## src/hdl/dgcp_params.svh

```systemverilog
// constants of the dual group complementary pwm block
`ifndef DGCP_PARAMS_SVH
`define DGCP_PARAMS_SVH
`define DGCP_CNT_W         16
`define DGCP_DEAD_RST      16'h0050
`define DGCP_HALF_RST      16'h07d0
`define DGCP_UPPER_RST     16'h0820
`define DGCP_DUTY_RST      16'h03e8
`define DGCP_PERIOD_CYC    16'h0f9f
`define DGCP_READ_PERIOD   5'h19
`define DGCP_AGREE_TARGET  2'h3
`define DGCP_SW_IDLE       1'b1
`define DGCP_GROUP_RST     1'b0
`endif

```

## src/hdl/dgcp_pkg.sv

```systemverilog
// shared types of the dual group complementary pwm block
`include "dgcp_params.svh"
package dgcp_pkg;
   // counting direction of a triangle counter
   typedef enum logic {DGCP_UP = 1'b0, DGCP_DOWN = 1'b1} dgcp_dir_type;
   // one level per phase output, index 0..2 is pwm output 1..3
   typedef struct packed {
      logic [2:0] pos;
      logic [2:0] neg;
   } dgcp_phase_type;
   // duty values of the three outputs
   typedef struct packed {
      logic [`DGCP_CNT_W-1:0] duty3;
      logic [`DGCP_CNT_W-1:0] duty2;
      logic [`DGCP_CNT_W-1:0] duty1;
   } dgcp_duty_type;
   // dead time and the two turning limits
   typedef struct packed {
      logic [`DGCP_CNT_W-1:0] dead;
      logic [`DGCP_CNT_W-1:0] half;
      logic [`DGCP_CNT_W-1:0] upper;
   } dgcp_limit_type;
endpackage : dgcp_pkg

```

## src/hdl/dgcp_updown.sv

```systemverilog
// triangle up/down counter with turning limits
`timescale 1ns/1ps
`include "dgcp_params.svh"
module dgcp_updown #(
   parameter logic [`DGCP_CNT_W-1:0] START = 16'h0000
) (
   input  wire logic                   clock_i,   // counter clock
   input  wire logic                   sys_rst_i, // async reset, high
   input  wire logic [`DGCP_CNT_W-1:0] lo_i,      // trough value
   input  wire logic [`DGCP_CNT_W-1:0] hi_i,      // crest value
   output logic [`DGCP_CNT_W-1:0]      count_o,   // current count
   output dgcp_pkg::dgcp_dir_type      dir_o,     // current direction
   output logic                        crest_o,   // turning at top
   output logic                        trough_o   // turning at bottom
);
   ////////////////////////////////////////////////////////////////
   logic [`DGCP_CNT_W-1:0] count_q; // counter value
   dgcp_pkg::dgcp_dir_type dir_q;   // direction flop

   // turning points, tolerant of a limit moved past the count
   assign crest_o  = (dir_q == dgcp_pkg::DGCP_UP) && (count_q >= hi_i);
   assign trough_o = (dir_q == dgcp_pkg::DGCP_DOWN) && (count_q <= lo_i);
   assign count_o  = count_q;
   assign dir_o    = dir_q;

   ////////////////////////////////////////////////////////////////
   // one step per clock, no clear path at all
   always_ff @(posedge clock_i or posedge sys_rst_i) begin
      if (sys_rst_i) begin
         count_q <= START;
      end else if (crest_o) begin
         count_q <= count_q - 16'h0001;
      end else if (trough_o) begin
         count_q <= count_q + 16'h0001;
      end else begin
         case (dir_q)
            dgcp_pkg::DGCP_UP:   count_q <= count_q + 16'h0001;
            dgcp_pkg::DGCP_DOWN: count_q <= count_q - 16'h0001;
            default:             count_q <= count_q;
         endcase
      end
   end

   // direction reverses only at the limits
   always_ff @(posedge clock_i or posedge sys_rst_i) begin
      if (sys_rst_i) begin
         dir_q <= dgcp_pkg::DGCP_UP;
      end else if (crest_o) begin
         dir_q <= dgcp_pkg::DGCP_DOWN;
      end else if (trough_o) begin
         dir_q <= dgcp_pkg::DGCP_UP;
      end
   end

   ////////////////////////////////////////////////////////////////
   a_crest_turn: assert property (@(posedge clock_i) disable iff (sys_rst_i)
      crest_o |=> (dir_q == dgcp_pkg::DGCP_DOWN) && (count_q == $past(count_q) - 16'h0001))
      else $error("counter did not turn down at crest");
   a_step_one: assert property (@(posedge clock_i) disable iff (sys_rst_i)
      1'b1 |=> ((count_q - $past(count_q)) == 16'h0001)
               || (($past(count_q) - count_q) == 16'h0001))
      else $error("counter moved by other than one");
endmodule : dgcp_updown

```

## src/hdl/dgcp_pwm.sv

```systemverilog
// three phase complementary pwm with two switchable output groups
`timescale 1ns/1ps
`include "dgcp_params.svh"
module dgcp_pwm (
   input  wire logic                     clock_i,     // peripheral clock
   input  wire logic                     sys_rst_i,   // async reset, high
   input  wire dgcp_pkg::dgcp_duty_type  duty_i,      // new duty values
   input  wire logic                     duty_wr_i,   // load duty buffers
   input  wire dgcp_pkg::dgcp_limit_type limit_i,     // new dead time, limits
   input  wire logic                     limit_wr_i,  // load limit buffers
   input  wire logic                     switch_i,    // push switch level
   input  wire dgcp_pkg::dgcp_phase_type grp0_in_i,   // group 0 pin levels
   input  wire dgcp_pkg::dgcp_phase_type grp1_in_i,   // group 1 pin levels
   output dgcp_pkg::dgcp_phase_type      grp0_out_o,  // group 0 pin data
   output dgcp_pkg::dgcp_phase_type      grp0_oe_n_o, // group 0 enable, low
   output dgcp_pkg::dgcp_phase_type      grp1_out_o,  // group 1 pin data
   output dgcp_pkg::dgcp_phase_type      grp1_oe_n_o, // group 1 enable, low
   output dgcp_pkg::dgcp_phase_type      idle_in_o,   // idle group levels
   output logic                          sync_out_o,  // carrier toggle
   output logic                          carrier_irq_o, // compare pulse
   output logic                          switch_decided_o, // decided flag
   output logic                          active_group_o    // driving group
);
   ////////////////////////////////////////////////////////////////
   // counters
   logic [`DGCP_CNT_W-1:0] timer_count_a; // channel a count
   logic [`DGCP_CNT_W-1:0] timer_count_b; // channel b count
   dgcp_pkg::dgcp_dir_type dir_a;         // channel a direction
   dgcp_pkg::dgcp_dir_type dir_b;         // channel b direction
   logic                   crest_a;       // channel a at top
   logic                   trough_a;      // channel a at bottom
   logic                   crest_b;       // channel b at top
   logic                   trough_b;      // channel b at bottom
   logic                   transfer;      // buffer copy point

   // limit registers and their buffers
   logic [`DGCP_CNT_W-1:0] dead_time_offset_reg_q;    // dead time
   logic [`DGCP_CNT_W-1:0] half_cycle_limit_reg_q;    // b crest
   logic [`DGCP_CNT_W-1:0] half_cycle_limit_buffer_q; // b crest buffer
   logic [`DGCP_CNT_W-1:0] ch_a_upper_limit_reg_q;    // a crest
   logic [`DGCP_CNT_W-1:0] ch_a_limit_buffer_q;       // a crest buffer

   // duty registers, buffers and phase levels per output
   logic [`DGCP_CNT_W-1:0] duty_in [3];    // duty input per phase
   logic [`DGCP_CNT_W-1:0] duty_reg_q [3]; // active duty
   logic [`DGCP_CNT_W-1:0] duty_buf_q [3]; // buffered duty
   logic                   pos_q [3];      // positive phase level
   logic                   neg_q [3];      // negative phase level
   dgcp_pkg::dgcp_phase_type phase;        // levels as a struct

   // carrier side outputs
   logic sync_q;  // toggle output
   logic irq_q;   // compare interrupt pulse

   // switch handling
   logic [4:0] switch_read_period_counter_q; // irqs since last sample
   logic       sample;                       // switch read strobe
   logic       last_q;                       // previous sample
   logic [1:0] switch_agree_counter_q;       // agreeing samples
   logic [1:0] agree_d;                      // next agree count
   logic       fixed_q;                      // accepted level
   logic       fall;                         // debounced falling edge
   logic       switch_decided_flag_q;        // change pending
   logic       group_chg;                    // group swap this cycle
   logic       group_q;                      // driving group
   dgcp_pkg::dgcp_phase_type idle_in_q;      // idle group levels

   ////////////////////////////////////////////////////////////////
   // channel a runs from dead time up to its upper limit
   dgcp_updown #(
      .START (`DGCP_DEAD_RST)
   ) timer_channel_a (
      .clock_i   (clock_i),
      .sys_rst_i (sys_rst_i),
      .lo_i      (dead_time_offset_reg_q),
      .hi_i      (ch_a_upper_limit_reg_q),
      .count_o   (timer_count_a),
      .dir_o     (dir_a),
      .crest_o   (crest_a),
      .trough_o  (trough_a)
   );

   // channel b runs from zero up to the half cycle limit
   dgcp_updown #(
      .START (16'h0000)
   ) timer_channel_b (
      .clock_i   (clock_i),
      .sys_rst_i (sys_rst_i),
      .lo_i      (16'h0000),
      .hi_i      (half_cycle_limit_reg_q),
      .count_o   (timer_count_b),
      .dir_o     (dir_b),
      .crest_o   (crest_b),
      .trough_o  (trough_b)
   );

   // copy point at both crest and trough
   assign transfer = crest_b | trough_b;

   ////////////////////////////////////////////////////////////////
   // buffer writes; dead time takes effect at once
   always_ff @(posedge clock_i or posedge sys_rst_i) begin
      if (sys_rst_i) begin
         dead_time_offset_reg_q    <= `DGCP_DEAD_RST;
         half_cycle_limit_buffer_q <= `DGCP_HALF_RST;
         ch_a_limit_buffer_q       <= `DGCP_UPPER_RST;
      end else if (limit_wr_i) begin
         dead_time_offset_reg_q    <= limit_i.dead;
         half_cycle_limit_buffer_q <= limit_i.half;
         ch_a_limit_buffer_q       <= limit_i.upper;
      end
   end

   // active limits follow their buffers only at the copy point
   always_ff @(posedge clock_i or posedge sys_rst_i) begin
      if (sys_rst_i) begin
         half_cycle_limit_reg_q <= `DGCP_HALF_RST;
         ch_a_upper_limit_reg_q <= `DGCP_UPPER_RST;
      end else if (transfer) begin
         half_cycle_limit_reg_q <= half_cycle_limit_buffer_q;
         ch_a_upper_limit_reg_q <= ch_a_limit_buffer_q;
      end
   end

   ////////////////////////////////////////////////////////////////
   // duty fields in phase order
   assign duty_in[0] = duty_i.duty1;
   assign duty_in[1] = duty_i.duty2;
   assign duty_in[2] = duty_i.duty3;

   // per output: duty buffer, active duty and both phase levels
   // positive edges use channel b, negative edges channel a, so each
   // pair is kept apart by the dead time offset
   for (genvar i = 0; i < 3; i++) begin : g_phase
      // buffer written by software on every duty_wr_i pulse, at any point of the carrier
      always_ff @(posedge clock_i or posedge sys_rst_i) begin
         if (sys_rst_i) begin
            duty_buf_q[i] <= `DGCP_DUTY_RST;
         end else if (duty_wr_i) begin
            duty_buf_q[i] <= duty_in[i];
         end
      end

      // active duty only changes at the copy point
      always_ff @(posedge clock_i or posedge sys_rst_i) begin
         if (sys_rst_i) begin
            duty_reg_q[i] <= `DGCP_DUTY_RST;
         end else if (transfer) begin
            duty_reg_q[i] <= duty_buf_q[i];
         end
      end

      // positive phase: low on up match, high on down match
      always_ff @(posedge clock_i or posedge sys_rst_i) begin
         if (sys_rst_i) begin
            pos_q[i] <= 1'b1;
         end else if (timer_count_b == duty_reg_q[i]) begin
            pos_q[i] <= (dir_b == dgcp_pkg::DGCP_DOWN);
         end
      end

      // negative phase: high on up match, low on down match
      always_ff @(posedge clock_i or posedge sys_rst_i) begin
         if (sys_rst_i) begin
            neg_q[i] <= 1'b1;
         end else if (timer_count_a == duty_reg_q[i]) begin
            neg_q[i] <= (dir_a == dgcp_pkg::DGCP_UP);
         end
      end

      // gather into the pin struct
      assign phase.pos[i] = pos_q[i];
      assign phase.neg[i] = neg_q[i];
   end

   ////////////////////////////////////////////////////////////////
   // toggle at each turn of channel a, one square wave per carrier
   always_ff @(posedge clock_i or posedge sys_rst_i) begin
      if (sys_rst_i) begin
         sync_q <= 1'b0;
      end else if (crest_a | trough_a) begin
         sync_q <= ~sync_q;
      end
   end

   // compare match on the upper limit, once per triangle
   always_ff @(posedge clock_i or posedge sys_rst_i) begin
      if (sys_rst_i) begin
         irq_q <= 1'b0;
      end else begin
         irq_q <= crest_a;
      end
   end

   ////////////////////////////////////////////////////////////////
   // read strobe on every 25th interrupt
   assign sample = irq_q
                   && (switch_read_period_counter_q
                       == 5'(`DGCP_READ_PERIOD - 5'h01));

   // interrupt counter wraps at the read period
   always_ff @(posedge clock_i or posedge sys_rst_i) begin
      if (sys_rst_i) begin
         switch_read_period_counter_q <= 5'h00;
      end else if (sample) begin
         switch_read_period_counter_q <= 5'h00;
      end else if (irq_q) begin
         switch_read_period_counter_q <= switch_read_period_counter_q + 5'h01;
      end
   end

   // count agreeing samples, saturating at the target
   always_comb begin
      if (switch_i != last_q) begin
         agree_d = 2'h1; // mismatch restarts the run
      end else if (switch_agree_counter_q == `DGCP_AGREE_TARGET) begin
         agree_d = `DGCP_AGREE_TARGET; // hold at target
      end else begin
         agree_d = switch_agree_counter_q + 2'h1;
      end
   end

   // debounce state, updated on read strobes only
   always_ff @(posedge clock_i or posedge sys_rst_i) begin
      if (sys_rst_i) begin
         last_q                 <= `DGCP_SW_IDLE;
         switch_agree_counter_q <= 2'h0;
         fixed_q                <= `DGCP_SW_IDLE;
      end else if (sample) begin
         last_q                 <= switch_i;
         switch_agree_counter_q <= agree_d;
         if (agree_d == `DGCP_AGREE_TARGET) begin
            fixed_q <= switch_i;
         end
      end
   end

   // accepted level goes from high to low
   assign fall = sample && (agree_d == `DGCP_AGREE_TARGET)
                 && fixed_q && !switch_i;

   // a pending flag swaps the group on the next edge
   assign group_chg = switch_decided_flag_q;

   // new edge wins over the clear in the same cycle
   always_ff @(posedge clock_i or posedge sys_rst_i) begin
      if (sys_rst_i) begin
         switch_decided_flag_q <= 1'b0;
      end else begin
         switch_decided_flag_q <= fall | (switch_decided_flag_q & ~group_chg);
      end
   end

   // driving group alternates on each decided edge
   always_ff @(posedge clock_i or posedge sys_rst_i) begin
      if (sys_rst_i) begin
         group_q <= `DGCP_GROUP_RST;
      end else if (group_chg) begin
         group_q <= ~group_q;
      end
   end

   // idle group pins read back as general inputs
   always_ff @(posedge clock_i or posedge sys_rst_i) begin
      if (sys_rst_i) begin
         idle_in_q <= '1;
      end else begin
         idle_in_q <= group_q ? grp0_in_i : grp1_in_i;
      end
   end

   ////////////////////////////////////////////////////////////////
   // pins: both groups carry the waveform, one is enabled
   assign grp0_out_o       = phase;
   assign grp1_out_o       = phase;
   assign grp0_oe_n_o      = {6{group_q}};
   assign grp1_oe_n_o      = {6{~group_q}};
   assign idle_in_o        = idle_in_q;
   assign sync_out_o       = sync_q;
   assign carrier_irq_o    = irq_q;
   assign switch_decided_o = switch_decided_flag_q;
   assign active_group_o   = group_q;

   ////////////////////////////////////////////////////////////////
   // helper: cycles between interrupts, voided by a limit or duty write
   logic [`DGCP_CNT_W-1:0] gap_q;   // cycles since last interrupt
   logic                   seen_q;  // one interrupt already seen
   logic                   moved_q; // limits or duties written inside the period
   always_ff @(posedge clock_i or posedge sys_rst_i) begin
      if (sys_rst_i) begin
         gap_q   <= 16'h0000;
         seen_q  <= 1'b0;
         moved_q <= 1'b0;
      end else begin
         gap_q   <= irq_q ? 16'h0000 : gap_q + 16'h0001;
         seen_q  <= seen_q | irq_q;
         moved_q <= (limit_wr_i | duty_wr_i) | (moved_q & ~irq_q);
      end
   end

   a_carrier_period: assert property (@(posedge clock_i) disable iff (sys_rst_i)
      (irq_q && seen_q && !moved_q && (half_cycle_limit_reg_q == `DGCP_HALF_RST)
       && (ch_a_upper_limit_reg_q == `DGCP_UPPER_RST)
       && (dead_time_offset_reg_q == `DGCP_DEAD_RST)) |-> (gap_q == `DGCP_PERIOD_CYC))
      else $error("interrupt spacing differs from carrier period");
   a_crest_align: assert property (@(posedge clock_i) disable iff (sys_rst_i)
      (crest_a && !moved_q && !seen_q) |-> (crest_b && (timer_count_b == `DGCP_HALF_RST)))
      else $error("channel crests not aligned");
   a_dead_offset: assert property (@(posedge clock_i) disable iff (sys_rst_i)
      (!moved_q && !seen_q) |-> (timer_count_a == timer_count_b + dead_time_offset_reg_q))
      else $error("channel offset is not the dead time");
   a_pos_up_low: assert property (@(posedge clock_i) disable iff (sys_rst_i)
      ((timer_count_b == duty_reg_q[0]) && (dir_b == dgcp_pkg::DGCP_UP))
      |=> !grp0_out_o.pos[0])
      else $error("positive phase not low after up match");
   a_neg_down_low: assert property (@(posedge clock_i) disable iff (sys_rst_i)
      ((timer_count_a == duty_reg_q[1]) && (dir_a == dgcp_pkg::DGCP_DOWN))
      |=> !grp0_out_o.neg[1])
      else $error("negative phase not low after down match");
   a_no_overlap: assert property (@(posedge clock_i) disable iff (sys_rst_i)
      (!moved_q && !seen_q) |-> ((phase.pos | phase.neg) == 3'h7))
      else $error("both phases of a pair active");
   a_sync_toggle: assert property (@(posedge clock_i) disable iff (sys_rst_i)
      (crest_a || trough_a) |=> (sync_out_o != $past(sync_out_o)))
      else $error("sync output missed a toggle");
   a_copy_point: assert property (@(posedge clock_i) disable iff (sys_rst_i)
      transfer |=> (duty_reg_q[2] == $past(duty_buf_q[2])))
      else $error("duty not copied at turning point");
   a_duty_hold: assert property (@(posedge clock_i) disable iff (sys_rst_i)
      !transfer |=> $stable(duty_reg_q[0]))
      else $error("active duty changed outside copy point");
   a_fall_flag: assert property (@(posedge clock_i) disable iff (sys_rst_i)
      $rose(switch_decided_o) |-> ($past(fixed_q) && !fixed_q && $past(sample)))
      else $error("flag set without debounced falling edge");
   a_group_swap: assert property (@(posedge clock_i) disable iff (sys_rst_i)
      switch_decided_o |=> (active_group_o != $past(active_group_o))
                           && (switch_decided_o == $past(fall)))
      else $error("group swap or flag clear wrong");
   a_one_group: assert property (@(posedge clock_i) disable iff (sys_rst_i)
      (grp0_oe_n_o == ~grp1_oe_n_o) && ((grp0_oe_n_o == 6'h00) || (grp0_oe_n_o == 6'h3f)))
      else $error("output groups not exclusive");
   a_read_spacing: assert property (@(posedge clock_i) disable iff (sys_rst_i)
      sample |-> (irq_q && (switch_read_period_counter_q == 5'h18)))
      else $error("switch read off the 25th interrupt");
endmodule : dgcp_pwm

```

## config.mk

```make
export PLATFORM = sky130hd
export DESIGN_NAME = dgcp_pwm
export DESIGN_NICKNAME = d
export VERILOG_FILES = /design/src/hdl/dgcp_pkg.sv /design/src/hdl/dgcp_updown.sv /design/src/hdl/dgcp_pwm.sv
export VERILOG_INCLUDE_DIRS = /design/src /design/src/hdl
export SDC_FILE = /design/constraint.sdc
export NUM_CORES = 1
export LEC_CHECK = 0
export BUFFER_PORTS_ARGS = -buffer_cell sky130_fd_sc_hd__buf_2
export CORE_UTILIZATION = 49
export CTS_CLUSTER_SIZE = 24
export DETAILED_ROUTE_END_ITERATION = 16
export PLACE_DENSITY = 0.76
export SLEW_MARGIN = 15
export SYNTH_ARGS = -nofsm -noshare
export SYNTH_HDL_FRONTEND = slang
export SYNTH_SLANG_ARGS = --single-unit
```

## constraint.sdc

```tcl
create_clock -name clock_i -period 14.5 [get_ports clock_i]
set_input_delay 2.175 -clock clock_i [delete_from_list [all_inputs] [get_ports clock_i]]
set_output_delay 2.175 -clock clock_i [all_outputs]
set_load 0.01 [all_outputs]
```

==> run metrics <==
simple-gate area share of the yosys netlist=0.0797; routed wire length per instance=16.9 microns; total area of multi-input combinational cells=5420 sq um; sequential cell area=5970 sq um; Detailed Place HPWL=17.5 mm; height of the chip=158 microns; source-to-sink clock delay at the later pin of the worst-skew pair=0.52 ns; Buf/Inv on CP=1; vias post-DR=7741; final hold slack=0.455 ns; sequential element share of the synthesized area=0.498; Cell Chain, Critical Path=ha_1 > a21oi_1 > nor2_1 > a2111oi_0 > a21oi_1 > o2bb2ai_4 > buf_4 > mux2_2; Worst path slowest cell=buf_4; maximum frequency from static timing analysis=254 MHz; number of gates resized after cts=0; Critical Path Sink=half_cycle_limit_reg_q[12]; antenna fix cells=0; most common cell in the synthesized netlist=mux2_2; critical-path maximum fanout=62; synthesized area=12000 sq um; leading cell types by count after synthesis=mux2_2, dfrtp_1, xor2_1, dfstp_2, inv_1; die extent in x=158 microns; startpoint kind of the worst setup timing path=flop; type of destination of the critical path=flop; via count of the first global-routing pass=7726; Post-Route Setup TNS=0 ns; least setup slack across all paths after layout=10.56 ns; CTS tree=built; slew at the pin with the worst max-slew slack=1.08 ns; Synth Flop Type=dfrtp_1; number of rows in the core area=56; cell family with most CP delay=compound AO/OA/AOI/OAI gates; worst setup skew after layout=0.0113 ns; fraction of final layout cells with drive strength greater than 1=0.380; number of flip-flops and latches in the synthesized netlist=235; P per Cell Area=135 nW/um^2; GR Overflow Total=0; final critical path time including I/O delays and setup=3.94 ns; logic depth of the worst setup path including buffers=8; Critical Setup Path Class=flop to flop; post-route antenna net violation count=0; hold violation total from the final report=0; die outline area=25100 sq um; most frequent cell on the critical path=a21oi_1; Port Buffer Count=146; maximum cell stage delay along the critical path=0.71 ns; ranking of synthesized cells by area=dfrtp_1, mux2_2, dfstp_2, xor2_1, ha_1; post-synthesis xor/xnor area fraction=0.0958; max-capacitance violation count=0; fill cell instance count of the final layout=1962; leakage power=0.00606 uW; synthesized netlist cell count=1014; Ys Warns=0; count of flip-flops with a built-in enable after synthesis=0; fraction of the mapped netlist area in adder cells=0.0575; Total Wirelength=24.7 mm; max-slew violation count=0; via density per instance=5.31; effective utilization at floorplan=0.504; proportion of synthesized area in mux cells=0.180; post-synth top area share=0.345; fraction of registers with async set/reset=1.00; setup slack of the worst register-to-register path=10.56 ns; final setup violation count=0; setup slack at placement=10.65 ns; status=finished clean; # hold bufs at CTS=0; clock buffer count from CTS=26; largest net degree at the start of global routing=102; RSZ-0062 raised after global routing=false; timing startpoint of the critical path=timer_channel_b.count_o[9]; compound-gate portion of the synthesized area=0.0372; area of the placeable core=23800 sq um; starting DRC count in detailed routing=342; number of H-tree levels=1; clock-pin slew reported for the worst setup and hold paths after clock tree synthesis=0.06 ns; startpoint of the lowest-slack register-to-register path=timer_channel_b.count_o[9]; endpoint required time on the critical path=14.90 ns; main combinational cell family by area after synthesis=multiplexers; number of distinct library cell variants in the gate-level netlist after synthesis=49; Final Net Count=1286; area leader, netlist=dfrtp_1; length in cells of the worst reg-to-reg path=8; Min-Delay Path Class=flop to flop; area delta synth->final=13.4%; mean instance size in the synthesized netlist=11.8 sq um; wire length of the first global-routing pass=40.1 mm; CTS Root Buffer Type=clkbuf_16; remaining max-slew budget at the tightest pin=0.280; Post-route DRC=0; Tcrit/Tclk final=0.271; post-CTS setup buffer count=0; initial antenna violation count=0; overall routing resource usage=0.205; number of detailed-route iterations in the first pass=5; terminus of the critical flop-to-flop path=half_cycle_limit_reg_q[12]; clk sinks=235; number of nets in the synthesized netlist=1182; IO Pins=147; clk buf depth=3; critical path data arrival time=4.33 ns; RD Place Congestion=0.872; largest vdd supply drop=0.000106 V
==> sequential cells by signal, summed over array words and instances (netlist names), 2 cells and up <==
name,count
grp0_out_o,6
dead_time_offset_reg_q,16
half_cycle_limit_reg_q,16
switch_read_period_counter_q,5
timer_channel_a.count_o,16
half_cycle_limit_buffer_q,16
duty_reg_q,48
switch_agree_counter_q,2
timer_channel_b.count_o,16
idle_in_o,6
ch_a_upper_limit_reg_q,16
ch_a_limit_buffer_q,16
duty_buf_q,48
==> metrics by stage <==
stage	cell area [sq um]	total power, uW	std cells	utilization
floorplan	12000	1130	1014	-
global placement	12800	1220	1409	0.538
detailed placement	12800	1230	1409	0.538
CTS	13600	1860	1457	0.572
global route	13600	1940	1457	0.572
finish	13600	1840	1457	0.572
==> metal layers <==
layer / global-route usage / vias up / part of all wire
met4: 0.0659 / 0 / 0.027
met2: 0.332 / 190 / 0.47
li1: - / 3696 / -
met5: 0 / - / 0
met3: 0.0354 / 40 / 0.053
met1: 0.281 / 3815 / 0.45
==> cell type report <==
class	instances	share of cell area
repair buffers	150	0.0560
multi-input cells	643	0.399
flip-flops and latches	235	0.439
inverters	62	0.0177
clock buffers	38	0.0535
well taps	319	0.0294
clock inverters	10	0.00553
==> placed cells by master (no fill, tap or decap), types with 26 or more instances in the layout <==
cell type  instances
buf_2            146
clkbuf_16         27
dfrtp_1          165
dfstp_2           70
ha_1              55
inv_1             61
mux2_2           167
mux2i_1           28
nand2_1           55
nor2_1            27
nor4_1            26
o21ai_0           32
xor2_1           115
==> worst min-delay path by stage <==
stage	from	to	slack, ns	depth (start not counted)
3_5_place_dp	switch_decided_o	active_group_o	0.46	1
4_1_cts	switch_decided_o	active_group_o	0.46	1
2_1_floorplan	dead_time_offset_reg_q[4]	dead_time_offset_reg_q[4]	0.47	2
6_report	switch_decided_o	active_group_o	0.45	1
5_1_grt	switch_decided_o	active_group_o	0.48	1
3_3_place_gp	switch_decided_o	active_group_o	0.44	1
==> cells by family after synthesis <==
family | Yosys count
flip-flops | 235
multiplexers | 195
adder cells (fa/ha/maj) | 55
AO/OA/AOI/OAI | 75
buffers and inverters | 136
XOR/XNOR | 131
AND/OR/NAND/NOR | 187
==> power breakdown <==
group          total [uW]  switching (uW)  internal (uW)
Clock                 616             252            365
Combinational         338             165            173
Sequential            886             142            744
Total                1840             558           1280
Note: power is estimated with default switching activity, not from simulation.
